### src/pkg/wof_defines.vh
// Shared constants for the write-once flag and correction link block
`ifndef WOF_DEFINES_VH
`define WOF_DEFINES_VH
// ============================================================
// Checksum
`define WOF_CRC_POLY    8'h85
`define WOF_CRC_INIT    8'hFF
`define WOF_VALID_SYNC  8'h0D
// ============================================================
// Correction vector packet
`define WOF_VEC_SYNC    4'hD
`define WOF_VEC_BITS    6'h2A
`define WOF_VEC_BODY    6'h22
// ============================================================
// Flag field
`define WOF_FLAG_THRESH 5'h0C
`define WOF_FLAG_BYTES  3'h5
`define WOF_HALF_SHORT  3'h4
`define WOF_HALF_LONG   3'h5
`define WOF_MODE_FLAG_A 3'h4
`define WOF_MODE_FLAG_B 3'h5
// ============================================================
// Erasure pointer bit positions
`define WOF_EP_RLL      0
`define WOF_EP_DECODE   1
`define WOF_EP_RESYNC   2
`define WOF_EP_LOCK     3
`endif

### src/design/wof_flag_counter.v
// Transition counter for flag field detection
`timescale 1ns/1ps
`default_nettype none
`include "wof_defines.vh"
module wof_flag_counter (
   // Clock and reset
   input  wire       i_ref_clk,
   input  wire       i_reset,
   // Sampled inputs
   input  wire       i_raw,
   input  wire       i_ref_edge,
   input  wire       i_window,
   input  wire       i_clear,
   // Result
   output reg  [4:0] o_count,
   output wire       o_over
);
   reg       raw_q;
   reg [2:0] half_cnt;
   wire      fall = raw_q & ~i_raw;
   // Half periods of the reference clock; under two periods is four halves
   always @(posedge i_ref_clk or posedge i_reset) begin
      if (i_reset) begin
         raw_q    <= 1'b0;
         half_cnt <= 3'h0;
         o_count  <= 5'h00;
      end else begin
         raw_q <= i_raw;
         if (!i_raw)
            half_cnt <= 3'h0;
         else if (i_ref_edge && half_cnt != 3'h7)
            half_cnt <= half_cnt + 3'h1;
         if (i_clear)
            o_count <= 5'h00;
         else if (i_window && fall && o_count < 5'h1E) begin
            // Width between the two limits counts once: no double count on doubt
            if (half_cnt > `WOF_HALF_LONG)
               o_count <= o_count + 5'h02;
            else
               o_count <= o_count + 5'h01;
         end
      end
   end
   assign o_over = (o_count > `WOF_FLAG_THRESH);
endmodule // wof_flag_counter
`default_nettype wire

### src/design/wof_vector_tx.v
// Serial sender of correction vectors with ready/fault handshake
`timescale 1ns/1ps
`default_nettype none
`include "wof_defines.vh"
module wof_vector_tx #(
   parameter BIT_CYCLES = 4
) (
   // Clock and reset
   input  wire        i_ref_clk,
   input  wire        i_reset,
   // Vector request
   input  wire        i_start,
   input  wire [21:0] i_addr,
   input  wire [7:0]  i_pattern,
   // Link, already synchronised
   input  wire        i_ready,
   input  wire        i_fault,
   // Status
   output reg         o_serial,
   output wire        o_idle,
   output reg         o_error
);
   localparam ST_IDLE = 2'b00;
   localparam ST_SEND = 2'b01;
   localparam ST_WAIT = 2'b10;
   reg [1:0]  state;
   reg [41:0] shreg;
   reg [5:0]  bits;
   reg [7:0]  div;
   wire [33:0] body = {`WOF_VEC_SYNC, i_addr, i_pattern};
   function [7:0] crc_bits;
      input [33:0] d;
      integer k;
      reg [7:0] c;
      begin
         c = `WOF_CRC_INIT;
         for (k = 33; k >= 0; k = k - 1)
            c = {c[6:0], 1'b0} ^ ((c[7] ^ d[k]) ? `WOF_CRC_POLY : 8'h00);
         crc_bits = c;
      end
   endfunction
   assign o_idle = (state == ST_IDLE);
   always @(posedge i_ref_clk or posedge i_reset) begin
      if (i_reset) begin
         state    <= ST_IDLE;
         shreg    <= 42'h0;
         bits     <= 6'h00;
         div      <= 8'h00;
         o_serial <= 1'b0;
         o_error  <= 1'b0;
      end else begin
         o_error <= 1'b0;
         case (state)
            ST_IDLE: begin
               o_serial <= 1'b0;
               if (i_start && i_ready) begin
                  shreg <= {body, crc_bits(body)};
                  bits  <= 6'h00;
                  div   <= 8'h00;
                  state <= ST_SEND;
               end
            end
            ST_SEND: begin
               o_serial <= shreg[41];
               if (div == BIT_CYCLES - 1) begin
                  div   <= 8'h00;
                  shreg <= {shreg[40:0], 1'b0};
                  bits  <= bits + 6'h01;
                  if (bits == 6'h04 && i_ready) begin
                     o_error <= 1'b1;
                     state   <= ST_IDLE;
                  end else if (bits == `WOF_VEC_BITS - 6'h01)
                     state <= ST_WAIT;
               end else
                  div <= div + 8'h01;
            end
            ST_WAIT: begin
               o_serial <= 1'b0;
               if (i_fault) begin
                  o_error <= 1'b1;
                  state   <= ST_IDLE;
               end else if (i_ready)
                  state <= ST_IDLE;
            end
            default: state <= ST_IDLE;
         endcase
      end
   end
endmodule // wof_vector_tx
`default_nettype wire

### src/design/wof_link.v
// Write-once flag handling, write gate, correction vectors and data checksum
// ============================================================
`timescale 1ns/1ps
`default_nettype none
`include "wof_defines.vh"
module wof_link #(
   parameter       FLAG_GAP_BYTES = 4,
   parameter [7:0] FLAG_PATTERN   = 8'hFF,
   parameter       BIT_CYCLES     = 4
) (
   // Clock and reset
   input  wire        i_ref_clk,
   input  wire        i_reset,
   // Disk side pins
   input  wire        i_raw_read_input,
   input  wire        i_reference_double_clock,
   output reg         o_disk_write_gate,
   // Sector timing from the format sequencer
   input  wire        i_byte_tick,
   input  wire        i_id_ok,
   input  wire        i_pseudo_mark,
   input  wire        i_id_voting_met,
   input  wire        i_sm_met,
   input  wire        i_data_field,
   input  wire        i_sector_end,
   // Operation control
   input  wire [2:0]  i_op_mode,
   input  wire        i_write_sector,
   input  wire        i_read_sector,
   input  wire        i_flag_abort_en,
   input  wire        i_need_sm,
   input  wire        i_need_id,
   input  wire        i_need_flag_clear,
   input  wire        i_error_reset,
   // Flag status
   output reg         o_flag_written,
   output reg         o_flag_irq,
   output reg         o_write_aborted,
   output reg  [7:0]  o_flag_byte,
   output reg         o_flag_byte_strobe,
   // Corrector vectors
   input  wire        i_vec_valid,
   input  wire [21:0] i_vec_addr,
   input  wire [7:0]  i_vec_pattern,
   output reg         o_vec_accept,
   output reg         o_corrector_overrun,
   // Correction link pins
   output reg         o_fix_serial,
   input  wire        i_fix_ready,
   input  wire        i_fix_fault,
   output reg         o_vector_error,
   output reg         o_read_halt,
   // Data line
   input  wire        i_nrz_start,
   input  wire        i_nrz_valid,
   input  wire [7:0]  i_nrz_byte,
   input  wire        i_nrz_check,
   input  wire [7:0]  i_nrz_remote,
   input  wire        i_crc_irq_en,
   output reg  [7:0]  o_nrz_crc,
   output reg         o_crc_mismatch,
   output reg         o_crc_irq,
   // Erasure pointers to the buffer
   input  wire        i_erasure_en,
   input  wire        i_rll_violation,
   input  wire        i_bad_decode,
   input  wire        i_resync_used,
   input  wire        i_lock_lost,
   output reg  [7:0]  o_buf_byte,
   output reg         o_buf_valid
);
   // ============================================================
   // Pin synchronisers
   reg [1:0] raw_sync;
   reg [1:0] ref_sync;
   reg [1:0] rdy_sync;
   reg [1:0] flt_sync;
   reg       ref_q;
   always @(posedge i_ref_clk or posedge i_reset) begin
      if (i_reset) begin
         raw_sync <= 2'b00;
         ref_sync <= 2'b00;
         rdy_sync <= 2'b00;
         flt_sync <= 2'b00;
         ref_q    <= 1'b0;
      end else begin
         raw_sync <= {raw_sync[0], i_raw_read_input};
         ref_sync <= {ref_sync[0], i_reference_double_clock};
         rdy_sync <= {rdy_sync[0], i_fix_ready};
         flt_sync <= {flt_sync[0], i_fix_fault};
         ref_q    <= ref_sync[1];
      end
   end
   // Both edges count: the counter works in half periods of the reference
   wire ref_edge = ref_q ^ ref_sync[1];

   // ============================================================
   // Flag field window timing
   reg [7:0] gap_cnt;
   reg [2:0] win_cnt;
   reg       timing;
   reg       window;
   wire      flag_gen_mode = (i_op_mode == `WOF_MODE_FLAG_A) ||
                             (i_op_mode == `WOF_MODE_FLAG_B);
   wire      restart = i_id_ok || (i_pseudo_mark && !i_id_voting_met);
   always @(posedge i_ref_clk or posedge i_reset) begin
      if (i_reset) begin
         gap_cnt <= 8'h00;
         win_cnt <= 3'h0;
         timing  <= 1'b0;
         window  <= 1'b0;
      end else if (restart) begin
         gap_cnt <= 8'h00;
         win_cnt <= 3'h0;
         timing  <= 1'b1;
         window  <= 1'b0;
      end else if (i_byte_tick) begin
         if (timing && !window) begin
            if (gap_cnt == FLAG_GAP_BYTES - 1) begin
               window <= 1'b1;
               timing <= 1'b0;
            end else
               gap_cnt <= gap_cnt + 8'h01;
         end else if (window) begin
            if (win_cnt == `WOF_FLAG_BYTES - 3'h1)
               window <= 1'b0;
            else
               win_cnt <= win_cnt + 3'h1;
         end
      end
   end

   // ============================================================
   // Detection
   wire [4:0] flag_count;
   wire       flag_over;
   wire       generating = window && flag_gen_mode && i_id_voting_met;
   wof_flag_counter u_flag_counter (
      .i_ref_clk (i_ref_clk),
      .i_reset   (i_reset),
      .i_raw     (raw_sync[1]),
      .i_ref_edge(ref_edge),
      .i_window  (window && !generating),
      .i_clear   (restart),
      .o_count   (flag_count),
      .o_over    (flag_over)
   );
   wire abort_now = flag_over && i_write_sector && i_flag_abort_en;
   wire prereq_ok = (!i_need_sm || i_sm_met) &&
                    (!i_need_id || i_id_voting_met) &&
                    (!i_need_flag_clear || !(o_flag_written || flag_over));
   always @(posedge i_ref_clk or posedge i_reset) begin
      if (i_reset) begin
         o_flag_written     <= 1'b0;
         o_flag_irq         <= 1'b0;
         o_write_aborted    <= 1'b0;
         o_disk_write_gate  <= 1'b0;
         o_flag_byte        <= 8'h00;
         o_flag_byte_strobe <= 1'b0;
      end else begin
         if (flag_over)
            o_flag_written <= 1'b1;
         else if (i_error_reset)
            o_flag_written <= 1'b0;
         if (abort_now)
            o_flag_irq <= 1'b1;
         else if (i_error_reset)
            o_flag_irq <= 1'b0;
         if (abort_now)
            o_write_aborted <= 1'b1;
         else if (!i_write_sector)
            o_write_aborted <= 1'b0;
         // Gate: flag generation, or a data field write that passed its checks
         o_disk_write_gate <= generating ||
                              (i_write_sector && i_data_field && prereq_ok &&
                               !abort_now && !o_write_aborted);
         o_flag_byte        <= generating ? FLAG_PATTERN : 8'h00;
         o_flag_byte_strobe <= generating && i_byte_tick;
      end
   end

   // ============================================================
   // Correction vectors
   wire tx_idle;
   wire tx_serial;
   wire tx_error;
   wof_vector_tx #(
      .BIT_CYCLES(BIT_CYCLES)
   ) u_vector_tx (
      .i_ref_clk(i_ref_clk),
      .i_reset  (i_reset),
      .i_start  (i_vec_valid && !o_read_halt),
      .i_addr   (i_vec_addr),
      .i_pattern(i_vec_pattern),
      .i_ready  (rdy_sync[1]),
      .i_fault  (flt_sync[1]),
      .o_serial (tx_serial),
      .o_idle   (tx_idle),
      .o_error  (tx_error)
   );
   always @(posedge i_ref_clk or posedge i_reset) begin
      if (i_reset) begin
         o_fix_serial        <= 1'b0;
         o_vec_accept        <= 1'b0;
         o_corrector_overrun <= 1'b0;
         o_vector_error      <= 1'b0;
         o_read_halt         <= 1'b0;
      end else begin
         o_fix_serial <= tx_serial;
         o_vec_accept <= i_vec_valid && tx_idle && rdy_sync[1] &&
                         !o_read_halt && !o_vec_accept;
         // Vectors still queued when the next sector ends mean the corrector fell behind
         if (i_sector_end && i_vec_valid && i_read_sector)
            o_corrector_overrun <= 1'b1;
         else if (i_error_reset)
            o_corrector_overrun <= 1'b0;
         if (tx_error)
            o_vector_error <= 1'b1;
         else if (i_error_reset)
            o_vector_error <= 1'b0;
         if (tx_error && i_read_sector)
            o_read_halt <= 1'b1;
         else if (i_error_reset)
            o_read_halt <= 1'b0;
      end
   end

   // ============================================================
   // Data line checksum and erasure pointers
   function [7:0] crc_byte;
      input [7:0] c_in;
      input [7:0] d;
      integer k;
      reg [7:0] c;
      begin
         c = c_in;
         for (k = 7; k >= 0; k = k - 1)
            c = {c[6:0], 1'b0} ^ ((c[7] ^ d[k]) ? `WOF_CRC_POLY : 8'h00);
         crc_byte = c;
      end
   endfunction
   wire       any_erasure = i_rll_violation | i_bad_decode | i_resync_used | i_lock_lost;
   wire [7:0] pointer = {4'h0, i_lock_lost, i_resync_used, i_bad_decode, i_rll_violation};
   // Start byte (0D on read, first sync mark byte on write) is itself included
   wire [7:0] crc_base = i_nrz_start ? `WOF_CRC_INIT : o_nrz_crc;
   always @(posedge i_ref_clk or posedge i_reset) begin
      if (i_reset) begin
         o_nrz_crc      <= 8'hFF;
         o_crc_mismatch <= 1'b0;
         o_crc_irq      <= 1'b0;
         o_buf_byte     <= 8'h00;
         o_buf_valid    <= 1'b0;
      end else begin
         if (i_nrz_valid)
            o_nrz_crc <= crc_byte(crc_base, i_nrz_byte);
         else if (i_nrz_start)
            o_nrz_crc <= `WOF_CRC_INIT;
         if (i_nrz_check && i_nrz_remote != o_nrz_crc)
            o_crc_mismatch <= 1'b1;
         else if (i_error_reset)
            o_crc_mismatch <= 1'b0;
         if (i_nrz_check && i_nrz_remote != o_nrz_crc && i_write_sector && i_crc_irq_en)
            o_crc_irq <= 1'b1;
         else if (i_error_reset)
            o_crc_irq <= 1'b0;
         o_buf_valid <= i_nrz_valid && i_read_sector;
         if (i_erasure_en && any_erasure)
            o_buf_byte <= pointer;
         else
            o_buf_byte <= i_nrz_byte;
      end
   end
endmodule // wof_link
`default_nettype wire

### config.mk
export PLATFORM = sky130hd
export DESIGN_NAME = wof_link
export DESIGN_NICKNAME = d
export VERILOG_FILES = /design/src/design/wof_flag_counter.v /design/src/design/wof_vector_tx.v /design/src/design/wof_link.v
export VERILOG_INCLUDE_DIRS = /design/src /design/src/pkg
export SDC_FILE = /design/constraint.sdc
export NUM_CORES = 1
export LEC_CHECK = 0
export ABC_AREA = 0
export BUFFER_PORTS_ARGS = -buffer_cell sky130_fd_sc_hd__buf_2
export CAP_MARGIN = 0
export CORE_AREA = 8 8 112 124
export DETAILED_ROUTE_END_ITERATION = 8
export DIE_AREA = 0 0 120 132
export HOLD_SLACK_MARGIN = 0.05
export PLACE_DENSITY = 0.79
export SYNTH_ARGS = -nofsm -noshare
export SYNTH_HDL_FRONTEND = slang
export SYNTH_HIERARCHICAL = 1
export SYNTH_SLANG_ARGS = --single-unit
### constraint.sdc
create_clock -name i_ref_clk -period 2.95 [get_ports i_ref_clk]
set_input_delay 0.295 -clock i_ref_clk [delete_from_list [all_inputs] [get_ports i_ref_clk]]
set_output_delay 0.295 -clock i_ref_clk [all_outputs]
set_load 0.01 [all_outputs]
==> metrics.csv <==
stage;metric;value;unit
outcome;status;complete, no violations;
clocking;root buf cell;clkbuf_16;
sta;minimum clock period;2.67;ns
synth;post-synthesis cell count;631;
route;Iteration-0 DRC Markers;310;
placed_design;DP Wirelength;10800;um
die;Die Ht;132;um
synth;largest area contributor in the netlist;dfrtp_1;
setup_path;FF-to-FF setup slack;0.28;ns
hold_path;Hold Path Stages;2;
route;Antenna Violating Nets Remaining;0;
sta;Final Skew;0.00881;ns
job;# Max-Cap Violations;0;
setup_path;Slowest Stage Delay on Critical Path;0.49;ns
die;io pins;116;
setup_path;crit path cell chain;ha_1 -> or4b_1 -> or4_1 -> a21oi_4 -> buf_12 -> nand4_1 -> xor2_1 -> nor2_1;
global_routing;vias in the first global route;5294;
synth;synth warn;6;
sta;Max Fclk;0.374;GHz
route;DRC Markers;0;
finish;antenna cells;0;
setup_path;Reg-to-Reg Start;u_vector_tx/div[0];
synth;Mapped Nets;726;
hold_path;hold path endpoint;o_crc_mismatch;
synth;Syn Std Cell Area;0.00660;mm^2
setup_path;CP required;3.24;ns
clocking;CTS tree;built;
route;drt via density;5.45;
synth;Synth Flop Type;dfrtp_1;
hold_path;HP Start;i_error_reset;
finish;final std cells w/o fill;914;
setup_path;critical path startpoint category;flop;
clocking;Clock Sinks;121;
route;Avg WL per Cell;16.5;um
setup_path;crit path kind;reg2reg;
die;std cell rows;42;
synth;Post-synth EDFFs;0;
synth;syn avg cell area;10.5;um^2
global_routing;GRT Overall Usage;19.7;%
power;LEAKAGE;3.71;nW
placed_design;routability cong.;0.829;
power;Cell Pwr Density;902;mW/mm^2
placed_design;Port Buffers;114;
synth;flops & latches, synth;121;
sta;final hold viol count;0;
hold_path;worst min-delay path class;in2reg;
synth;Yosys top cell area share;42.9;%
setup_path;critical path's slowest cell;or4_1;
synth;Unique masters post-synth;62;
synth;Synth async-reset ratio;100;%
placed_design;Post-Place Cells;877;
clocking;CTS clk-pin slew, worst paths;0.05;ns
finish;post-route cell area;0.00794;mm^2
power;total power;7.16;mW
clocking;TritonCTS Buffers;17;
finish;Layout area overhead;20.3;%
clocking;post_cts resized;0;
global_routing;initial antenna violation count;0;
die;Core Area;0.0118;mm^2
die;Die Area;0.0158;mm^2
global_routing;largest net degree at the start of global routing;76;
route;WL final;15100;um
setup_path;r2r endpoint;u_vector_tx/bits[4];
sta;RSZ-0062 raised after global routing;false;
setup_path;Crit path arrival time;2.97;ns
sta;Final Slew Violations;0;
sta;max_slew headroom;24.6;%
sta;final setup fails;0;
sta;Setup TNS;0;ns
sta;worst slew pin tran;1.12;ns
placed_design;Placement Cell Area;0.00726;mm^2
finish;nets;842;
global_routing;first-pass GRT wire length;25200;um
synth;most frequent cell after synthesis;dfrtp_1;
clocking;Clock Path Buffers;2;
synth;Post-synth top cells;dfrtp_1, xnor2_1, nor2_1;
clocking;clk_lat worst skew;0.42;ns
global_routing;gr ovfl total;0;
synth;synth top area cells;dfrtp_1, xnor2_1, mux2i_1;
clocking;H-tree lvl count;4;
route;drt pass-1 iters;7;
setup_path;reg2reg path depth;8;
route;Via Count;4980;
die;initial core utilization;55.8;%
power;Peak VDD IR;0.625;mV
setup_path;crit end category;flop;
finish;share of cells above drive strength 1;22.6;%
setup_path;critical path fanouts, max;75;
synth;Seq/Total Area, Yosys;46.0;%
sta;crit share post-route;90.6;%
die;Die Wd;120;um
flip-flops by register name, indices dropped and copies added, names as in the netlist, 2 cells and up:
signal and cells:
u_flag_counter/o_count 5, u_flag_counter/half_cnt 3, o_nrz_crc 8, o_buf_byte 8, u_vector_tx/shreg 42, ref_sync 2
win_cnt 3, flt_sync 2, u_vector_tx/div 8, u_vector_tx/bits 6, raw_sync 2, gap_cnt 8
u_vector_tx/state 2, rdy_sync 2
kinds of logic (layout without fill, tap and decap cells):
logic type	after synthesis	after routing	share of synthesized area (%)
and+or+nand+nor	177	177	13.0
xor gates and xnor gates	121	121	18.2
DFF	121	121	46.0
AOI/OAI and AO/OA	110	110	10.2
buffers and inverters	47	176	3.53
muxes	39	39	5.95
adders and majority gates	16	16	3.03
how the worst max path moves through the flow:
stage	from	end	cells after the start
2_1_floorplan	u_vector_tx/div[0]	u_vector_tx/bits[5]	8
3_3_place_gp	u_vector_tx/div[0]	u_vector_tx/bits[4]	8
3_5_place_dp	u_vector_tx/div[0]	u_vector_tx/bits[5]	7
4_1_cts	u_vector_tx/div[0]	u_vector_tx/bits[4]	8
5_1_grt	u_vector_tx/div[0]	u_vector_tx/bits[4]	8
6_report	u_vector_tx/div[0]	u_vector_tx/bits[4]	8
layout by cell type (no fill, tap or decap), types with 4 or more instances in the layout:
master         Yosys  layout
o21ai_0           17      17
and2_1             9       9
bufinv_16          0       4
a21oi_1           54      54
buf_4              8       5
xor2_1            33      33
clkbuf_16          0      17
dlygate4sd3_1      0       5
nor2_1            75      75
a21o_1             4       4
mux2i_1           37      37
xnor3_1            8       8
ha_1              16      15
nand4_1            7       7
dfstp_2            8       8
clkinv_2           0       4
xnor2_1           78      78
buf_2              9     114
dfrtp_1          113     113
nand2_1           40      40
nor2b_1            7       7
inv_1             19      17
nor3_1             4       4
nand3_1           13      13
report_power, final:
part           switching, mW  leakage (nW)  internal [mW]
Clock                  0.748         0.302           1.45
Combinational           1.36          1.94           1.18
Sequential             0.312          1.47           2.11
what timing repair did:
| item | 4_1_cts | 5_1_grt |
|---|---|---|
| hold buffers | 5 | 0 |
| hold endpoints to repair | 13 | 0 |
| buffers inserted | 0 | 0 |
routing by layer:
layer	vias up	track usage, %	wire length [um]	share of wire [%]
li1	2369	-	-	-
met1	2438	21.8	6030	40
met2	149	34.5	7920	53
met3	24	5.44	833	5.5
met4	0	8.55	293	1.9
met5	-	0	0	0
through the flow:
step                hold slack, ns  setup WS (ns)  utilization, %
global placement             0.310          0.385            61.4
floorplan                    0.123          0.514               -
detailed placement           0.332          0.327            61.4
global route                0.0809          0.131            67.1
CTS                         0.0715          0.309            67.1
finish                      0.0844          0.276            67.1
critical path, delay by kind of cell (launching register included):
kind,cells,cell delay [ns]
flops,1,0.39
fa+ha+maj,1,0.26
compound gates,1,0.23
buf+inv,1,0.28
simple gates,4,1.16
xor+xnor,1,0.16
final cells by class:
| type | count | area [um^2] |
|---|---|---|
| Sequential cell | 121 | 3040 |
| Timing Repair Buffer | 125 | 678 |
| Clock inverter | 12 | 171 |
| Fill cell | 848 | 3890 |
| Tap cell | 154 | 193 |
| Inverter | 19 | 71.3 |
| Clock buffer | 20 | 457 |
| Multi-Input combinational cell | 463 | 3330 |
Note: power is estimated with default switching activity, not from simulation.
